<file path="src/logic/mlc_pkg.sv">
// shared constants and types for the link control and status block
package mlc_pkg;
  // ----------------------------------------------------------------
  // sizes
  // ----------------------------------------------------------------
  localparam int LANES  = 20;
  localparam int CNT_W  = 4;
  localparam int DATA_W = 64;
  localparam int AW     = 12;
  // ----------------------------------------------------------------
  // register map (byte addresses)
  // ----------------------------------------------------------------
  localparam logic [AW-1:0] REG_CTRL     = 12'h000;
  localparam logic [AW-1:0] REG_STATUS   = 12'h004;
  localparam logic [AW-1:0] REG_INT_STAT = 12'h008;
  localparam logic [AW-1:0] REG_INT_MASK = 12'h00C;
  // control fields
  localparam int CTRL_W     = 5;
  localparam int CTL_TX_EN  = 0;
  localparam int CTL_RFI    = 1;
  localparam int CTL_IDLE   = 2;
  localparam int CTL_RX_EN  = 3;
  localparam int CTL_RESYNC = 4;
  localparam logic [CTRL_W-1:0] CTRL_RST = 5'h08;
  // status fields
  localparam int ST_LF     = 0;
  localparam int ST_LOCKED = 1;
  localparam int ST_RX_RUN = 2;
  localparam int ST_LANE0  = 8;
  // interrupt fields
  localparam int INT_W      = 3;
  localparam int INT_LF     = 0;
  localparam int INT_UNLOCK = 1;
  localparam int INT_FERR   = 2;
  localparam logic [INT_W-1:0] INT_MASK_RST = 3'h0;
  // ----------------------------------------------------------------
  // lane alignment counts (in headers)
  // ----------------------------------------------------------------
  localparam logic [6:0]       LOCK_GOOD = 7'h40;
  localparam logic [3:0]       WIN_LAST  = 4'hF;
  localparam logic [CNT_W-1:0] LOSE_ERR  = 4'h8;
  localparam logic [CNT_W-1:0] CNT_MAX   = 4'hF;
  // ----------------------------------------------------------------
  // types
  // ----------------------------------------------------------------
  typedef enum logic [1:0] {
    CODE_IDLE = 2'b00,
    CODE_DATA = 2'b01,
    CODE_RFI  = 2'b10,
    CODE_LF   = 2'b11
  } mlc_code_type;
  typedef enum logic [1:0] {
    TX_INIT = 2'b00,
    TX_IDLE = 2'b01,
    TX_PKT  = 2'b10
  } mlc_tx_state_type;
endpackage : mlc_pkg

</file>
<file path="src/logic/mlc_lane_mon.sv">
// per-lane sync header monitor: lock tracking and framing error counts
`timescale 1ns/100ps
`default_nettype none
module mlc_lane_mon
  import mlc_pkg::*;
(
  input  wire logic             pclk,
  input  wire logic             presetn,
  input  wire logic             run,
  input  wire logic             resync,
  input  wire logic             hdr_valid,
  input  wire logic             hdr_err,
  output logic                  locked_q,
  output logic [CNT_W-1:0]      cnt_q,
  output logic                  vld_q
);
  logic [6:0]       good_q, good_d;
  logic [3:0]       win_q, win_d;
  logic [CNT_W-1:0] acc_q, acc_d;
  logic             locked_d, vld_d;
  logic [CNT_W-1:0] cnt_d;

  // next state; decoding halts entirely while run is low
  always_comb begin
    logic [CNT_W-1:0] acc_n;
    acc_n    = acc_q;
    good_d   = good_q;
    win_d    = win_q;
    acc_d    = acc_q;
    locked_d = locked_q;
    cnt_d    = cnt_q;
    vld_d    = 1'b0;
    if (resync) begin
      good_d   = '0;
      win_d    = '0;
      acc_d    = '0;
      locked_d = 1'b0;
    end else if (run && hdr_valid) begin
      if (hdr_err) begin
        good_d = '0;
        if (acc_q != CNT_MAX) acc_n = acc_q + 4'h1; // saturate, never wrap
      end else if (!locked_q) begin
        if (good_q == LOCK_GOOD - 7'h01) locked_d = 1'b1;
        else good_d = good_q + 7'h01;
      end
      acc_d = acc_n;
      win_d = win_q + 4'h1;
      if (win_q == WIN_LAST) begin
        cnt_d = acc_n;
        vld_d = 1'b1;
        acc_d = '0;
        if (locked_q && acc_n >= LOSE_ERR) locked_d = 1'b0;
      end
    end
  end

  // registers
  always_ff @(posedge pclk or negedge presetn) begin
    if (!presetn) begin
      good_q   <= '0;
      win_q    <= '0;
      acc_q    <= '0;
      locked_q <= 1'b0;
      cnt_q    <= '0;
      vld_q    <= 1'b0;
    end else begin
      good_q   <= good_d;
      win_q    <= win_d;
      acc_q    <= acc_d;
      locked_q <= locked_d;
      cnt_q    <= cnt_d;
      vld_q    <= vld_d;
    end
  end
endmodule : mlc_lane_mon
`default_nettype wire

</file>
<file path="src/logic/mlc_pkt_gate.sv">
// packet gate: lets a packet in progress finish after enable falls
`timescale 1ns/100ps
`default_nettype none
module mlc_pkt_gate (
  input  wire logic pclk,
  input  wire logic presetn,
  input  wire logic en,
  input  wire logic wvalid,
  input  wire logic weop,
  output logic      run,
  output logic      pass
);
  logic in_pkt_q, in_pkt_d;

  // open while enabled or while a packet is still open
  always_comb begin
    run      = en || in_pkt_q;
    pass     = wvalid && run;
    in_pkt_d = in_pkt_q;
    if (pass) in_pkt_d = !weop;
  end

  always_ff @(posedge pclk or negedge presetn) begin
    if (!presetn) in_pkt_q <= 1'b0;
    else          in_pkt_q <= in_pkt_d;
  end
endmodule : mlc_pkt_gate
`default_nettype wire

</file>
<file path="src/logic/mlc_top.sv">
// link control and status block: tx code gating, rx gating, lane stats
`timescale 1ns/100ps
`default_nettype none
// Function
// transmit permit low means only idle code words, no packet data.
// permit falling mid-packet lets that packet finish, then no new packet.
// user raises transmit permit only once the partner receiver is aligned.
// remote fault request high sends remote fault code words only.
// user holds remote fault request until local receive is aligned.
// idle request high sends idle code words only.
// user holds idle request while partner sends remote fault words.
// local fault output is a level, high throughout transmit init state.
// receive permit low: finish packet, stop decoding, no stats, bus idle.
// forced resync high resets, resynchronises and realigns receive lanes.
// user keeps forced resync low, pulsing it at least one cycle.
// each lane outputs a 4-bit count of sync header errors.
// a lane count is meaningful only while its valid strobe is high.
// counts may update any cycle; user adds each valid count to a counter.
module mlc_top
  import mlc_pkg::*;
(
  input  wire logic                   pclk,
  input  wire logic                   presetn,
  input  wire logic                   psel,
  input  wire logic                   penable,
  input  wire logic                   pwrite,
  input  wire logic [AW-1:0]          paddr,
  input  wire logic [31:0]            pwdata,
  output logic [31:0]                 prdata,
  output logic                        pready,
  output logic                        pslverr,
  output logic                        irq,
  input  wire logic                   tx_word_valid,
  input  wire logic                   tx_word_eop,
  input  wire logic [DATA_W-1:0]      tx_word_data,
  output logic                        tx_word_ready,
  output mlc_code_type                tx_code,
  output logic [DATA_W-1:0]           tx_code_data,
  output logic                        tx_code_eop,
  output logic                        stat_tx_local_fault,
  input  wire logic [LANES-1:0]       rx_hdr_valid,
  input  wire logic [LANES-1:0]       rx_hdr_err,
  input  wire logic                   rx_word_valid,
  input  wire logic                   rx_word_eop,
  input  wire logic [DATA_W-1:0]      rx_word_data,
  output logic                        rx_out_valid,
  output logic                        rx_out_eop,
  output logic [DATA_W-1:0]           rx_out_data,
  output logic [LANES*CNT_W-1:0]      stat_rx_framing_err,
  output logic [LANES-1:0]            stat_rx_framing_err_valid
);
  // ----------------------------------------------------------------
  // declarations
  // ----------------------------------------------------------------
  logic [CTRL_W-1:0]  ctrl_q, ctrl_d;
  logic [INT_W-1:0]   int_q, int_d, mask_q, mask_d, ev;
  logic [31:0]        prdata_q, prdata_d;
  logic               pready_q, pready_d, pslverr_q, pslverr_d;
  logic               irq_q, irq_d;
  logic               wr_done, rd_done, hit;
  mlc_tx_state_type   tx_state_q, tx_state_d;
  mlc_code_type       code_q, code_d;
  logic [DATA_W-1:0]  tx_data_q, tx_data_d;
  logic               tx_eop_q, tx_eop_d, ready_q, ready_d, lf_q, lf_d;
  logic               tx_take;
  logic               rx_run, rx_pass;
  logic               rx_vld_q, rx_vld_d, rx_eop_q, rx_eop_d;
  logic [DATA_W-1:0]  rx_data_q, rx_data_d;
  logic [LANES-1:0]   lane_lock, lane_vld, lane_nz;
  logic               all_locked, locked_q;

  // ----------------------------------------------------------------
  // apb slave: one wait state, then pready for one cycle
  // ----------------------------------------------------------------
  assign wr_done = psel && penable && pready_q && pwrite;
  assign rd_done = psel && penable && pready_q && !pwrite;
  assign hit = (paddr == REG_CTRL) || (paddr == REG_STATUS) ||
               (paddr == REG_INT_STAT) || (paddr == REG_INT_MASK);

  // control, mask and sticky interrupt next values
  always_comb begin
    ctrl_d = ctrl_q;
    ctrl_d[CTL_RESYNC] = 1'b0; // resync is a one-cycle pulse
    mask_d = mask_q;
    if (wr_done && paddr == REG_CTRL) ctrl_d = pwdata[CTRL_W-1:0];
    if (wr_done && paddr == REG_INT_MASK) mask_d = pwdata[INT_W-1:0];
    // a set in the clearing cycle wins, so no event is lost
    int_d = int_q;
    if (rd_done && paddr == REG_INT_STAT) int_d = '0;
    int_d = int_d | ev;
    irq_d = |(int_d & mask_d);
  end

  // read data mux and answer timing
  always_comb begin
    pready_d  = psel && penable && !pready_q;
    pslverr_d = pready_d && !hit;
    prdata_d  = '0;
    if (pready_d && !pwrite) begin
      unique case (paddr)
        REG_CTRL:     prdata_d[CTRL_W-1:0] = ctrl_q;
        REG_STATUS: begin
          prdata_d[ST_LF]     = lf_q;
          prdata_d[ST_LOCKED] = locked_q;
          prdata_d[ST_RX_RUN] = rx_run;
          prdata_d[ST_LANE0 +: LANES] = lane_lock;
        end
        REG_INT_STAT: prdata_d[INT_W-1:0] = int_d; // includes this cycle's set
        REG_INT_MASK: prdata_d[INT_W-1:0] = mask_q;
        default:      prdata_d = '0;
      endcase
    end
  end

  always_ff @(posedge pclk or negedge presetn) begin
    if (!presetn) begin
      ctrl_q    <= CTRL_RST;
      mask_q    <= INT_MASK_RST;
      int_q     <= '0;
      irq_q     <= 1'b0;
      prdata_q  <= '0;
      pready_q  <= 1'b0;
      pslverr_q <= 1'b0;
    end else begin
      ctrl_q    <= ctrl_d;
      mask_q    <= mask_d;
      int_q     <= int_d;
      irq_q     <= irq_d;
      prdata_q  <= prdata_d;
      pready_q  <= pready_d;
      pslverr_q <= pslverr_d;
    end
  end

  // ----------------------------------------------------------------
  // transmit state and code word selection
  // ----------------------------------------------------------------
  assign tx_take = tx_word_valid && ready_q;

  // forced code words take priority over everything, rfi first
  always_comb begin
    tx_state_d = tx_state_q;
    code_d     = CODE_IDLE;
    tx_data_d  = '0;
    tx_eop_d   = 1'b0;
    unique case (tx_state_q)
      TX_INIT: if (locked_q) tx_state_d = TX_IDLE;
      TX_IDLE: begin
        if (!locked_q) tx_state_d = TX_INIT;
        else if (tx_take && !tx_word_eop) tx_state_d = TX_PKT;
      end
      TX_PKT:  if (tx_take && tx_word_eop) tx_state_d = TX_IDLE;
      default: tx_state_d = TX_INIT;
    endcase
    if (ctrl_q[CTL_RFI]) code_d = CODE_RFI;
    else if (ctrl_q[CTL_IDLE]) code_d = CODE_IDLE;
    else if (tx_state_q == TX_INIT) code_d = CODE_LF;
    else if (tx_take) begin
      code_d    = CODE_DATA;
      tx_data_d = tx_word_data;
      tx_eop_d  = tx_word_eop;
    end
    lf_d = (tx_state_d == TX_INIT);
    // ready uses next-cycle values so a permit drop is honoured at once
    ready_d = !ctrl_d[CTL_RFI] && !ctrl_d[CTL_IDLE] &&
              ((tx_state_d == TX_PKT) ||
               (tx_state_d == TX_IDLE && ctrl_d[CTL_TX_EN]));
  end

  always_ff @(posedge pclk or negedge presetn) begin
    if (!presetn) begin
      tx_state_q <= TX_INIT;
      code_q     <= CODE_LF;
      tx_data_q  <= '0;
      tx_eop_q   <= 1'b0;
      ready_q    <= 1'b0;
      lf_q       <= 1'b1;
    end else begin
      tx_state_q <= tx_state_d;
      code_q     <= code_d;
      tx_data_q  <= tx_data_d;
      tx_eop_q   <= tx_eop_d;
      ready_q    <= ready_d;
      lf_q       <= lf_d;
    end
  end

  // ----------------------------------------------------------------
  // receive gating and lane monitors
  // ----------------------------------------------------------------
  mlc_pkt_gate u_rx_gate (
    .pclk    (pclk),
    .presetn (presetn),
    .en      (ctrl_q[CTL_RX_EN]),
    .wvalid  (rx_word_valid),
    .weop    (rx_word_eop),
    .run     (rx_run),
    .pass    (rx_pass)
  );

  // one monitor per lane; decoding stops with rx_run low
  for (genvar i = 0; i < LANES; i++) begin : g_lane
    mlc_lane_mon u_lane (
      .pclk      (pclk),
      .presetn   (presetn),
      .run       (rx_run),
      .resync    (ctrl_q[CTL_RESYNC]),
      .hdr_valid (rx_hdr_valid[i]),
      .hdr_err   (rx_hdr_err[i]),
      .locked_q  (lane_lock[i]),
      .cnt_q     (stat_rx_framing_err[i*CNT_W +: CNT_W]),
      .vld_q     (lane_vld[i])
    );
    assign lane_nz[i] = lane_vld[i] && (stat_rx_framing_err[i*CNT_W +: CNT_W] != '0);
  end

  assign all_locked = &lane_lock;

  // user data passes only once every lane is aligned
  always_comb begin
    rx_vld_d  = rx_pass && locked_q;
    rx_eop_d  = rx_vld_d && rx_word_eop;
    rx_data_d = rx_vld_d ? rx_word_data : '0;
  end

  always_ff @(posedge pclk or negedge presetn) begin
    if (!presetn) begin
      rx_vld_q  <= 1'b0;
      rx_eop_q  <= 1'b0;
      rx_data_q <= '0;
      locked_q  <= 1'b0;
    end else begin
      rx_vld_q  <= rx_vld_d;
      rx_eop_q  <= rx_eop_d;
      rx_data_q <= rx_data_d;
      locked_q  <= all_locked;
    end
  end

  // interrupt events: init entry, alignment loss, nonzero error count
  always_comb begin
    ev = '0;
    ev[INT_LF]     = lf_d && !lf_q;
    ev[INT_UNLOCK] = locked_q && !all_locked;
    ev[INT_FERR]   = |lane_nz;
  end

  // ----------------------------------------------------------------
  // outputs
  // ----------------------------------------------------------------
  assign prdata                    = prdata_q;
  assign pready                    = pready_q;
  assign pslverr                   = pslverr_q;
  assign irq                       = irq_q;
  assign tx_word_ready             = ready_q;
  assign tx_code                   = code_q;
  assign tx_code_data              = tx_data_q;
  assign tx_code_eop               = tx_eop_q;
  assign stat_tx_local_fault       = lf_q;
  assign rx_out_valid              = rx_vld_q;
  assign rx_out_eop                = rx_eop_q;
  assign rx_out_data               = rx_data_q;
  assign stat_rx_framing_err_valid = lane_vld;
endmodule : mlc_top
`default_nettype wire

</file>
<file path="config.mk">
export PLATFORM = sky130hd
export DESIGN_NAME = mlc_top
export DESIGN_NICKNAME = d
export VERILOG_FILES = /design/src/logic/mlc_pkg.sv /design/src/logic/mlc_lane_mon.sv /design/src/logic/mlc_pkt_gate.sv /design/src/logic/mlc_top.sv
export SDC_FILE = /design/constraint.sdc
export NUM_CORES = 1
export LEC_CHECK = 0
export BUFFER_PORTS_ARGS = -buffer_cell sky130_fd_sc_hd__buf_4
export CORE_ASPECT_RATIO = 1.4
export CORE_UTILIZATION = 55
export DETAILED_ROUTE_END_ITERATION = 6
export PLACE_DENSITY_LB_ADDON = 0.05
export RECOVER_POWER = 50
export SETUP_SLACK_MARGIN = 0.3
export SLEW_MARGIN = 5
export SYNTH_ARGS = -nofsm -noshare
export SYNTH_HDL_FRONTEND = slang
export SYNTH_SLANG_ARGS = --single-unit
</file>
<file path="constraint.sdc">
create_clock -name pclk -period 2.7 [get_ports pclk]
set_clock_uncertainty 0.05 [all_clocks]
set_input_delay 0 -clock pclk [delete_from_list [all_inputs] [get_ports pclk]]
set_output_delay 0 -clock pclk [all_outputs]
set_load 0.02 [all_outputs]
</file>
== Word-level counts from Yosys, hierarchy flattened ==
Cells that the tools add are included.
Widths: inputs -> output; s select.
Storage, ports and cells
  bits in registers: 605
  logic and storage cells: 1015
  output and inout port bits: 270
  input port bits: 221
Operators by class
  reductions and logical operators: 181
  order comparisons: 20
  muxes and demuxes: 505
  add/sub/neg operators: 60
  bitwise logic cells: 3
  equality and inequality tests: 107
Operators by type and width (number)
  $mux 4: 180
  $mux 7: 100
  $mux 64: 5
  $mux 1: 205
  $add 4x1->4 const B: 40
  $add 7x1->7 const B: 20
  $eq 7x6->1 const B: 20
  $ne 3x3->1 const B: 40
  $reduce_and 3->1: 40
  $logic_and 1x1->1: 81
  $eq 4x4->1 const B: 20
  $ge 4x4->1 const B: 20
  $ne 4x4->1 const B: 20
  $reduce_bool 4->1: 20
  $reduce_bool 2->1: 20
  $mux 28: 1
  $eq 12x4->1 const B: 2
  $mux 20: 1
  $reduce_and 20->1: 1
  $reduce_or 20->1: 1
  $mux 2: 8
  $eq 12x3->1 const B: 1
  $logic_not 12->1: 1
  $pmux 3 s4: 1
  other kinds (12): 28

== Longest topological paths before layout ==
Gate-level depths: netlist (run 1).
  depth in word-level cells: 11
  gate-level depth with buffers: 9
  gate-level depth less buffers: 6

== Hierarchy ==
A second synthesis (run 1) with hierarchy kept.
Unflattened totals
  cell total of the unflattened synthesis: 2804
  area, all modules: 28715.0 um^2
Modules (own cells, without submodules)
  mlc_lane_mon at g_lane[0].u_lane ...: times used 19, cells each 116, sequential area each 525.5 um^2, area each 1116.1 um^2
  mlc_top: times used 1, cells each 477, sequential area each 4434.3 um^2, area each 6329.8 um^2
  mlc_lane_mon at g_lane[5].u_lane: times used 1, cells each 118, sequential area each 525.5 um^2, area each 1127.3 um^2
  mlc_pkt_gate: times used 1, cells each 5, sequential area each 25.0 um^2, area each 52.6 um^2

== Worst setup path after synthesis (run 1) ==
No wires, ideal clock.
  path kind: register to register
  from: register g_lane[8].u_lane.good_q[0]
  to: register g_lane[8].u_lane.good_q[5]
  setup time: 0.078 ns
  buffers on the path: 0
  data required time: 2.572 ns
  clock period less this slack: 2.036 ns
  stages on the path, launching flop included: 7
  data arrival time: 1.909 ns
  slack: 0.664 ns
  cells stage by stage: dfrtp_1 > ha_1 > and3_1 > a41oi_1 > o21ai_1 > or4_1 > a21oi_1
On the way
  cells in the longest elaborated chain, start to end: 6
  elaborated cells between the ends (all ways): 9
  classes of those cells: 1 x add/sub; 2 x eq/ne; 5 x mux; 1 x reduce/logical
RTL lines
  start, declared: RTL line mlc_lane_mon.sv:17  | logic [6:0] good_q, good_d;
  start signal, assigned: RTL line mlc_lane_mon.sv:67  | good_q <= good_d;
  $add 7x1->7: RTL line mlc_lane_mon.sv:44  | else good_d = good_q + 7'h01;
  $mux 7: RTL line mlc_lane_mon.sv:43  | if (good_q == LOCK_GOOD - 7'h01) locked_d = 1'b1;
  $mux 7: RTL line mlc_lane_mon.sv:42  | end else if (!locked_q) begin
  $mux 7: RTL line mlc_lane_mon.sv:39  | if (hdr_err) begin
  $mux 7: RTL line mlc_lane_mon.sv:38  | end else if (run && hdr_valid) begin
  $mux 7: RTL line mlc_lane_mon.sv:33  | if (resync) begin
Parallel ways exist; a longest one is shown, timed or not. The select of a mux whose other input is x is not followed.
A chain may end at the register's enable or synchronous reset.

== Worst setup path after layout (run 1) ==
  from: register ctrl_q[3]
  to: register g_lane[15].u_lane.good_q[5]
On the way
  cells in the longest elaborated chain, start to end: 4
RTL lines
  start, declared: RTL line mlc_top.sv:55  | logic [CTRL_W-1:0] ctrl_q, ctrl_d;
  start signal, assigned: RTL line mlc_top.sv:125  | ctrl_q <= ctrl_d;
  $logic_or 1x1->1: RTL line mlc_pkt_gate.sv:17  | run = en || in_pkt_q;
  $logic_and 1x1->1: RTL line mlc_lane_mon.sv:38
  $reduce_bool 2->1 (no line)
  $reduce_and 3->1 (no line)
  end signal, assigned: RTL line mlc_lane_mon.sv:67
  end, declared: RTL line mlc_lane_mon.sv:17
Every way passes these cells.

==> results.toml, run 1 <==
[outcome]
status = "complete, no violations"

[logic_synthesis]
ys_warn_count = 0
synth_area_leader_cell = "dfrtp_1"
syn_area_mm2 = 0.0276
seq_area_frac_synth = 0.543
ys.flop_type = "dfrtp_1"
ys_async_sr_fraction = 1.00
ys_ff_latch = 598
synthTopCellsByArea = "dfrtp_1 54%, and2_1 3.8%, nor2_1 3.8%"
synth-edff-count = 0
netlist_instances = 2708
synth.top_cell.area_share = 0.539
syn_avg_cell_area_um2 = 10.2
ys_types = 78

[critical_path]
worstPathArrival_ns = 2.93
cp.required_ns = 3.15
path_cells = "buf_4 > o21a_1 > o311ai_1 > a211oi_1 > xnor2_1 > nor2_1"
cp_num_buf_inv = 1
crit_path_max_fanout = 11
slowest_stage = "dfstp_1"
worst_setup_path_end_kind = "flip-flop"
cp_top_family = "compound AO/OA/AOI/OAI gates"
crit_type = "flip-flop to flip-flop"
cpPeakStageDelay_ns = 0.67
crit_path_start_kind = "flip-flop"

[power]
peakVddDrop_uv = 587
switching_share = 0.214
p_total_uw = 18200
switchingPower_uw = 3900
power_frac_comb = 0.049
p_leak_uw = 0.0167
power_density_mw_per_mm2 = 522
p_clk_frac = 0.457
intPower_uw = 14300
seq_power_share = 0.494

[finish]
synthToLayoutAreaGrowth_pct = 26.6
nets = 3654
drive_above_1_share = 0.124

[placement]
port_buffers = 456
place_ws_ns = 0.200
hpwl_um = 51300
place.gp.congestion = 0.881

[floorplanning]
die_w_um = 191
core_mm2 = 0.0492
die-height_um = 267
rows = 96
start_util = 0.560
dieArea_mm2 = 0.0511
num_io_pins = 491

[global_routing]
overflow = 0
antenna_found_initial = 10
grt.total_usage = 0.292
grt_pass1_wl_um = 119000
first_global_vias = 23200
grt_max_degree = 80

[timing]
finalCritPeriodShare = 0.920
fmax_ghz = 0.403
worstMarginPinSlew_ns = 1.22
slew_violations = 0
fin_setup_tns_ns = 0
hold_violations = 0
holdWs_ns = 0.0797
finalCriticalPeriod_ns = 2.48
setup_ws_ns = 0.217
slew_headroom = 0.187
finalSetupViolCount = 0
rsz0062_at_grt = "true"

[clocking]
worstSkewPairLatency_ns = 0.62
ctsHtreeMaxLevel = 2
cts.path.max_buffers = 3
clk_pin_slew_ns = 0.06
cts_inserted_buffers = 57
root_buffer = "clkbuf_16"
cts_tree = "done"
clock_sinks = 598

[routing]
vias_per_cell = 5.71
first_pass_iters = 5
route.detailed.drc = 0
vias = 23200
routed_wl_um = 75400
antenna_left = 0
first_iter_violations = 1262
wl_per_cell_um = 18.5

[flow_run]
drv_cap = 0

[hold_path]
hold_path_class = "primary input to flip-flop"
cell families after synthesis:
| family | synth area share |
|---|---|
| buffers and inverters | 0.0360 |
| xor gates and xnor gates | 0.0467 |
| muxes | 0.0277 |
| AOI/OAI and AO/OA | 0.122 |
| and+or+nand+nor | 0.197 |
| other | 0.000136 |
| DFF | 0.543 |
| adders and majority gates | 0.0272 |
cell usage in the layout (no fill, tap or decap), types with 10 or more instances in the layout:
| master | count |
|---|---|
| a31oi_1 | 44 |
| xor2_1 | 69 |
| nand3_1 | 121 |
| xnor2_1 | 78 |
| mux2i_1 | 40 |
| clkbuf_16 | 58 |
| or3_1 | 10 |
| buf_4 | 242 |
| nand2_1 | 256 |
| and2_1 | 169 |
| nor2_1 | 275 |
| clkbuf_8 | 17 |
| nor3_1 | 47 |
| inv_1 | 94 |
| and3_1 | 41 |
| a22o_1 | 17 |
| o211ai_1 | 16 |
| nand4_1 | 74 |
| nand4b_1 | 15 |
| clkbuf_1 | 284 |
| mux2_2 | 31 |
| nor4_1 | 14 |
| a311oi_1 | 15 |
| a21oi_1 | 142 |
| dlygate4sd3_1 | 204 |
| o31ai_1 | 10 |
| o41ai_1 | 28 |
| ha_1 | 60 |
| o21a_1 | 20 |
| o2111ai_1 | 15 |
| o21ai_0 | 93 |
| dfrtp_1 | 593 |
| diode_2 | 12 |
| a21o_1 | 30 |
area by class of cell:
cell class / instances / area [um2]
flip-flops and latches: 598 / 15000
fillers: 3831 / 14300
multi-input cells: 1890 / 11700
repair buffers: 731 / 5090
clock buffers: 92 / 1750
well taps: 637 / 797
inverters: 95 / 357
clock inverters: 13 / 201
diodes: 12 / 30.0
state kept, by name, indices dropped and copies added (netlist names), 2 cells and up:
signal / flops
int_q: 3
g_lane.u_lane.cnt_q: 80
g_lane.u_lane.locked_q: 20
tx_state_q: 2
g_lane.u_lane.win_q: 80
rx_out_data: 64
mask_q: 3
g_lane.u_lane.acc_q: 80
prdata: 25
tx_code_data: 64
g_lane.u_lane.vld_q: 20
tx_code: 2
g_lane.u_lane.good_q: 140
ctrl_q: 5
synthesized netlist by cell type, drive strengths merged, types with 7 or more instances:
library cell and instances:
or4 9, nor3 52, clkbuf 69, and3 42, nor4b 7, mux2i 40, buf 62, o31ai 10
a21oi 142, nand2 256, nand4 74, o41ai 28, o2111ai 15, and4 9, o211ai 16, xnor2 78
a31oi 44, or2 10, ha 60, nand3 122, a311oi 19, dfrtp 594, a41oi 9, and2 170
xor2 69, mux2 32, o21ai 103, nor4 16, a21o 30, or3 11, a22o 17, nand4b 15
nor2b 8, inv 95, a211oi 9, o21a 20, nor2 277
metal layers:
layer,global-route usage,part of all wire
met1,0.352,0.39
met5,0,0
met4,0.121,0.041
met2,0.516,0.52
met3,0.0467,0.049
power groups by stage:
stage                     clock, uW  combinational [uW]  sequential (uW)
after floorplan                   0                 174             9170
after global placement            0                 651             9160
after detailed placement          0                 662             9170
after CTS                      8480                 905             9000
after global routing           8810                 983             9000
final                          8320                 896             9000
worst paths after layout:
| kind | cells past startpoint | from | slack (ns) | end |
|---|---|---|---|---|
| max in group asynchronous | 5 | presetn | 0.46 | tx_code_data[25]$_DFF_PN0_ |
| max reg2reg | 6 | ctrl_q[3]$_DFFE_PN1P_ | 0.22 | g_lane[15].u_lane.good_q[5]$_DFFE_PN0P_ |
| min in group asynchronous | 3 | presetn | 0.69 | g_lane[7].u_lane.cnt_q[2]$_DFFE_PN0P_ |
| max | 6 | ctrl_q[3]$_DFFE_PN1P_ | 0.22 | g_lane[15].u_lane.good_q[5]$_DFFE_PN0P_ |
| min reg2reg | 2 | g_lane[5].u_lane.good_q[6]$_DFFE_PN0P_ | 0.45 | g_lane[5].u_lane.good_q[6]$_DFFE_PN0P_ |
| min | 3 | tx_word_data[28] | 0.08 | tx_code_data[28]$_DFF_PN0_ |
worst min-delay path: stages:
cell           delay, ns
dlygate4sd3_1       0.52
buf_4               0.09
and2_1              0.10
timing repair:
action | CTS | global route
setup endpoints to repair | 17 | 32
hold endpoints to repair | 1071 | 0
gates resized for setup | 7 | 10
hold buffers | 204 | 0
buffers inserted | 1 | 5
cloned | 0 | 0
pin swaps | 1 | 1
metrics by stage:
stage	util	std cells	cell area, um2
after floorplan	-	2714	27600
after global placement	0.646	3741	31800
after detailed placement	0.646	3741	31800
after CTS	0.728	4051	35800
after global routing	0.709	4065	34900
final	0.709	4068	34900
(Power assumes the default switching activity.)
==> run 2, diff against run 1 <==
--- a/config.mk
+++ b/config.mk
@@ -9,7 +9,7 @@
 export CORE_ASPECT_RATIO = 1.4
 export CORE_UTILIZATION = 55
 export DETAILED_ROUTE_END_ITERATION = 6
-export PLACE_DENSITY_LB_ADDON = 0.05
+export PLACE_DENSITY = 0.88
 export RECOVER_POWER = 50
 export SETUP_SLACK_MARGIN = 0.3
 export SLEW_MARGIN = 5
==> run 2 against run 1 <==
Effect of this change:
- the flow now finishes with violations (DRC)
- via count rose by 12%
- critical path type unchanged
- critical endpoint is now g_lane[6].u_lane.cnt_q[3]$_DFFE_PN0P_
- final area rose by 0.15%
- first-iteration DRC count up 120%
- sequential power is essentially flat
==> results.toml, run 2 (synthesis gave the netlist of run 1 again) <==
[timing]
fmax_ghz = 0.386
slew_headroom = 0.0964
slew_violations = 0
finalSetupViolCount = 0
rsz0062_at_grt = "true"
fin_setup_tns_ns = 0
finalCritPeriodShare = 0.961
finalCriticalPeriod_ns = 2.59
worstMarginPinSlew_ns = 1.36
hold_violations = 0

[power]
p_total_uw = 18800
peakVddDrop_uv = 574
power_density_mw_per_mm2 = 539
p_leak_uw = 0.0167

[routing]
vias = 26000
wl_per_cell_um = 24.2
route.detailed.drc = 56
routed_wl_um = 98400
wl_met3_um = 10500
met2WireLength_um = 46400
top_layer = "met5"
vias_per_cell = 6.41
first_pass_iters = 7
antenna_left = 0
first_iter_violations = 2818
drt-met1-wl_um = 31600

[clocking]
cts_inserted_buffers = 57
clk_pin_slew_ns = 0.08
clock_sinks = 598
root_buffer = "clkbuf_16"
ctsHtreeMaxLevel = 2
worstSkewPairLatency_ns = 0.66
cts_tree = "done"
cts.path.max_buffers = 3

[floorplanning]
rows = 96
die-height_um = 267
dieArea_mm2 = 0.0511
core_mm2 = 0.0492
die_w_um = 191
start_util = 0.560
num_io_pins = 491

[critical_path]
worstPathArrival_ns = 3.05
reg2reg_slack_ns = 0.11
regToRegEndpoint = "g_lane[6].u_lane.cnt_q[3]$_DFFE_PN0P_"
crit_path_max_fanout = 22
r2r_cells = 5
crit_type = "flip-flop to flip-flop"
crit_path_start_kind = "flip-flop"
cp.required_ns = 3.16
reg2reg_from = "ctrl_q[3]$_DFFE_PN1P_"
worst_setup_path_end_kind = "flip-flop"

[outcome]
violations = "DRC"
status = "complete, but fails checks"

[placement]
hpwl_um = 56500
port_buffers = 456
place.gp.congestion = 0.930

[flow_run]
drv_cap = 0

[finish]
top_register = "g_lane.u_lane.good_q"
drive_above_1_share = 0.126
mostFrequentLayoutCells = "592 x dfrtp_1, 280 x clkbuf_1, 275 x nor2_1"
largest_reg_flops = 140
nets = 3648
final_common_cell = "dfrtp_1"
synthToLayoutAreaGrowth_pct = 26.8

[hold_path]
hold_path_class = "primary input to flip-flop"
hp-start = "paddr[7]"
worstHoldPathCells = 6
hold_end = "tx_word_ready$_DFF_PN0_"

[global_routing]
grt.total_usage = 0.379
overflow = 0
first_global_vias = 26400
grt_pass1_wl_um = 148000
antenna_found_initial = 11
grt_max_degree = 85
run 2: cell types whose count changed in the layout (fill, tap and decap cells not counted), sizes merged:
| cell | delta |
|---|---|
| diode | -5 |
| bufinv | +4 |
| dlymetal6s4s | +2 |
| buf | -9 |
| clkbuf | -14 |
| inv | +1 |
| clkinvlp | +5 |
| clkinv | +7 |
run 2: worst max-delay path by stage:
stage                                                 startpoint                                      end  slack, ns  cells past startpoint
after floorplan           g_lane[8].u_lane.good_q[0]$_DFFE_PN0P_   g_lane[8].u_lane.good_q[5]$_DFFE_PN0P_       0.66                      6
after global placement                     ctrl_q[3]$_DFFE_PN1P_  g_lane[14].u_lane.good_q[4]$_DFFE_PN0P_       0.39                      6
after detailed placement                   ctrl_q[3]$_DFFE_PN1P_    g_lane[6].u_lane.acc_q[1]$_DFFE_PN0P_       0.25                      6
after CTS                                  ctrl_q[3]$_DFFE_PN1P_   g_lane[11].u_lane.acc_q[0]$_DFFE_PN0P_       0.29                      5
after global routing                       ctrl_q[3]$_DFFE_PN1P_   g_lane[1].u_lane.good_q[0]$_DFFE_PN0P_       0.03                      4
final                                      ctrl_q[3]$_DFFE_PN1P_    g_lane[6].u_lane.cnt_q[3]$_DFFE_PN0P_       0.11                      5
run 2: power breakdown:
group / internal [uW] / switching, uW
clock: 5070 / 3830
sequential: 8970 / 23.6
combinational: 444 / 502
total: 14500 / 4360
run 2: what timing repair did:
| action | 4_1_cts | 5_1_grt |
|---|---|---|
| pin swaps | 0 | 2 |
| endpoints found under the setup margin | 6 | 71 |
| gates resized for setup | 3 | 28 |
| buffers inserted | 0 | 6 |
| hold buffers | 205 | 2 |
| endpoints found under the hold margin | 1118 | 1 |
run 2: worst max-delay path: stages (launching register included):
cell	delay, ns
dfstp_2	0.64
buf_12	0.25
o21a_1	0.38
nand4_1	0.33
nor2_4	0.33
mux2_2	0.46
run 2: stage by stage:
stage / instance area (um2) / std cells / hold slack (ns) / utilization / setup slack [ns]
finish: 35000 / 4059 / 0.0475 / 0.710 / 0.106
CTS: 35800 / 4043 / 0.00605 / 0.727 / 0.288
global placement: 31700 / 3731 / 0.0175 / 0.644 / 0.389
global route: 35000 / 4055 / 0.0279 / 0.710 / 0.0339
floorplan: 27600 / 2714 / -0.346 / - / 0.664
detailed placement: 31700 / 3731 / 0.0282 / 0.644 / 0.247
run 2: per-layer routing:
metal  vias to the layer above  GRT usage
met5                         -          0
met4                        10      0.298
met3                       732      0.121
met2                      1910      0.614
met1                     12500      0.408
li1                      10800          -
run 2: final cells by class:
type	count	area, um2
Antenna cell	7	17.5
Clock buffer	77	1610
Clock inverter	30	414
Fill cell	3378	14300
Inverter	95	357
Multi-Input combinational cell	1890	11800
Sequential cell	598	15000
Tap cell	637	797
Timing Repair Buffer	725	5040
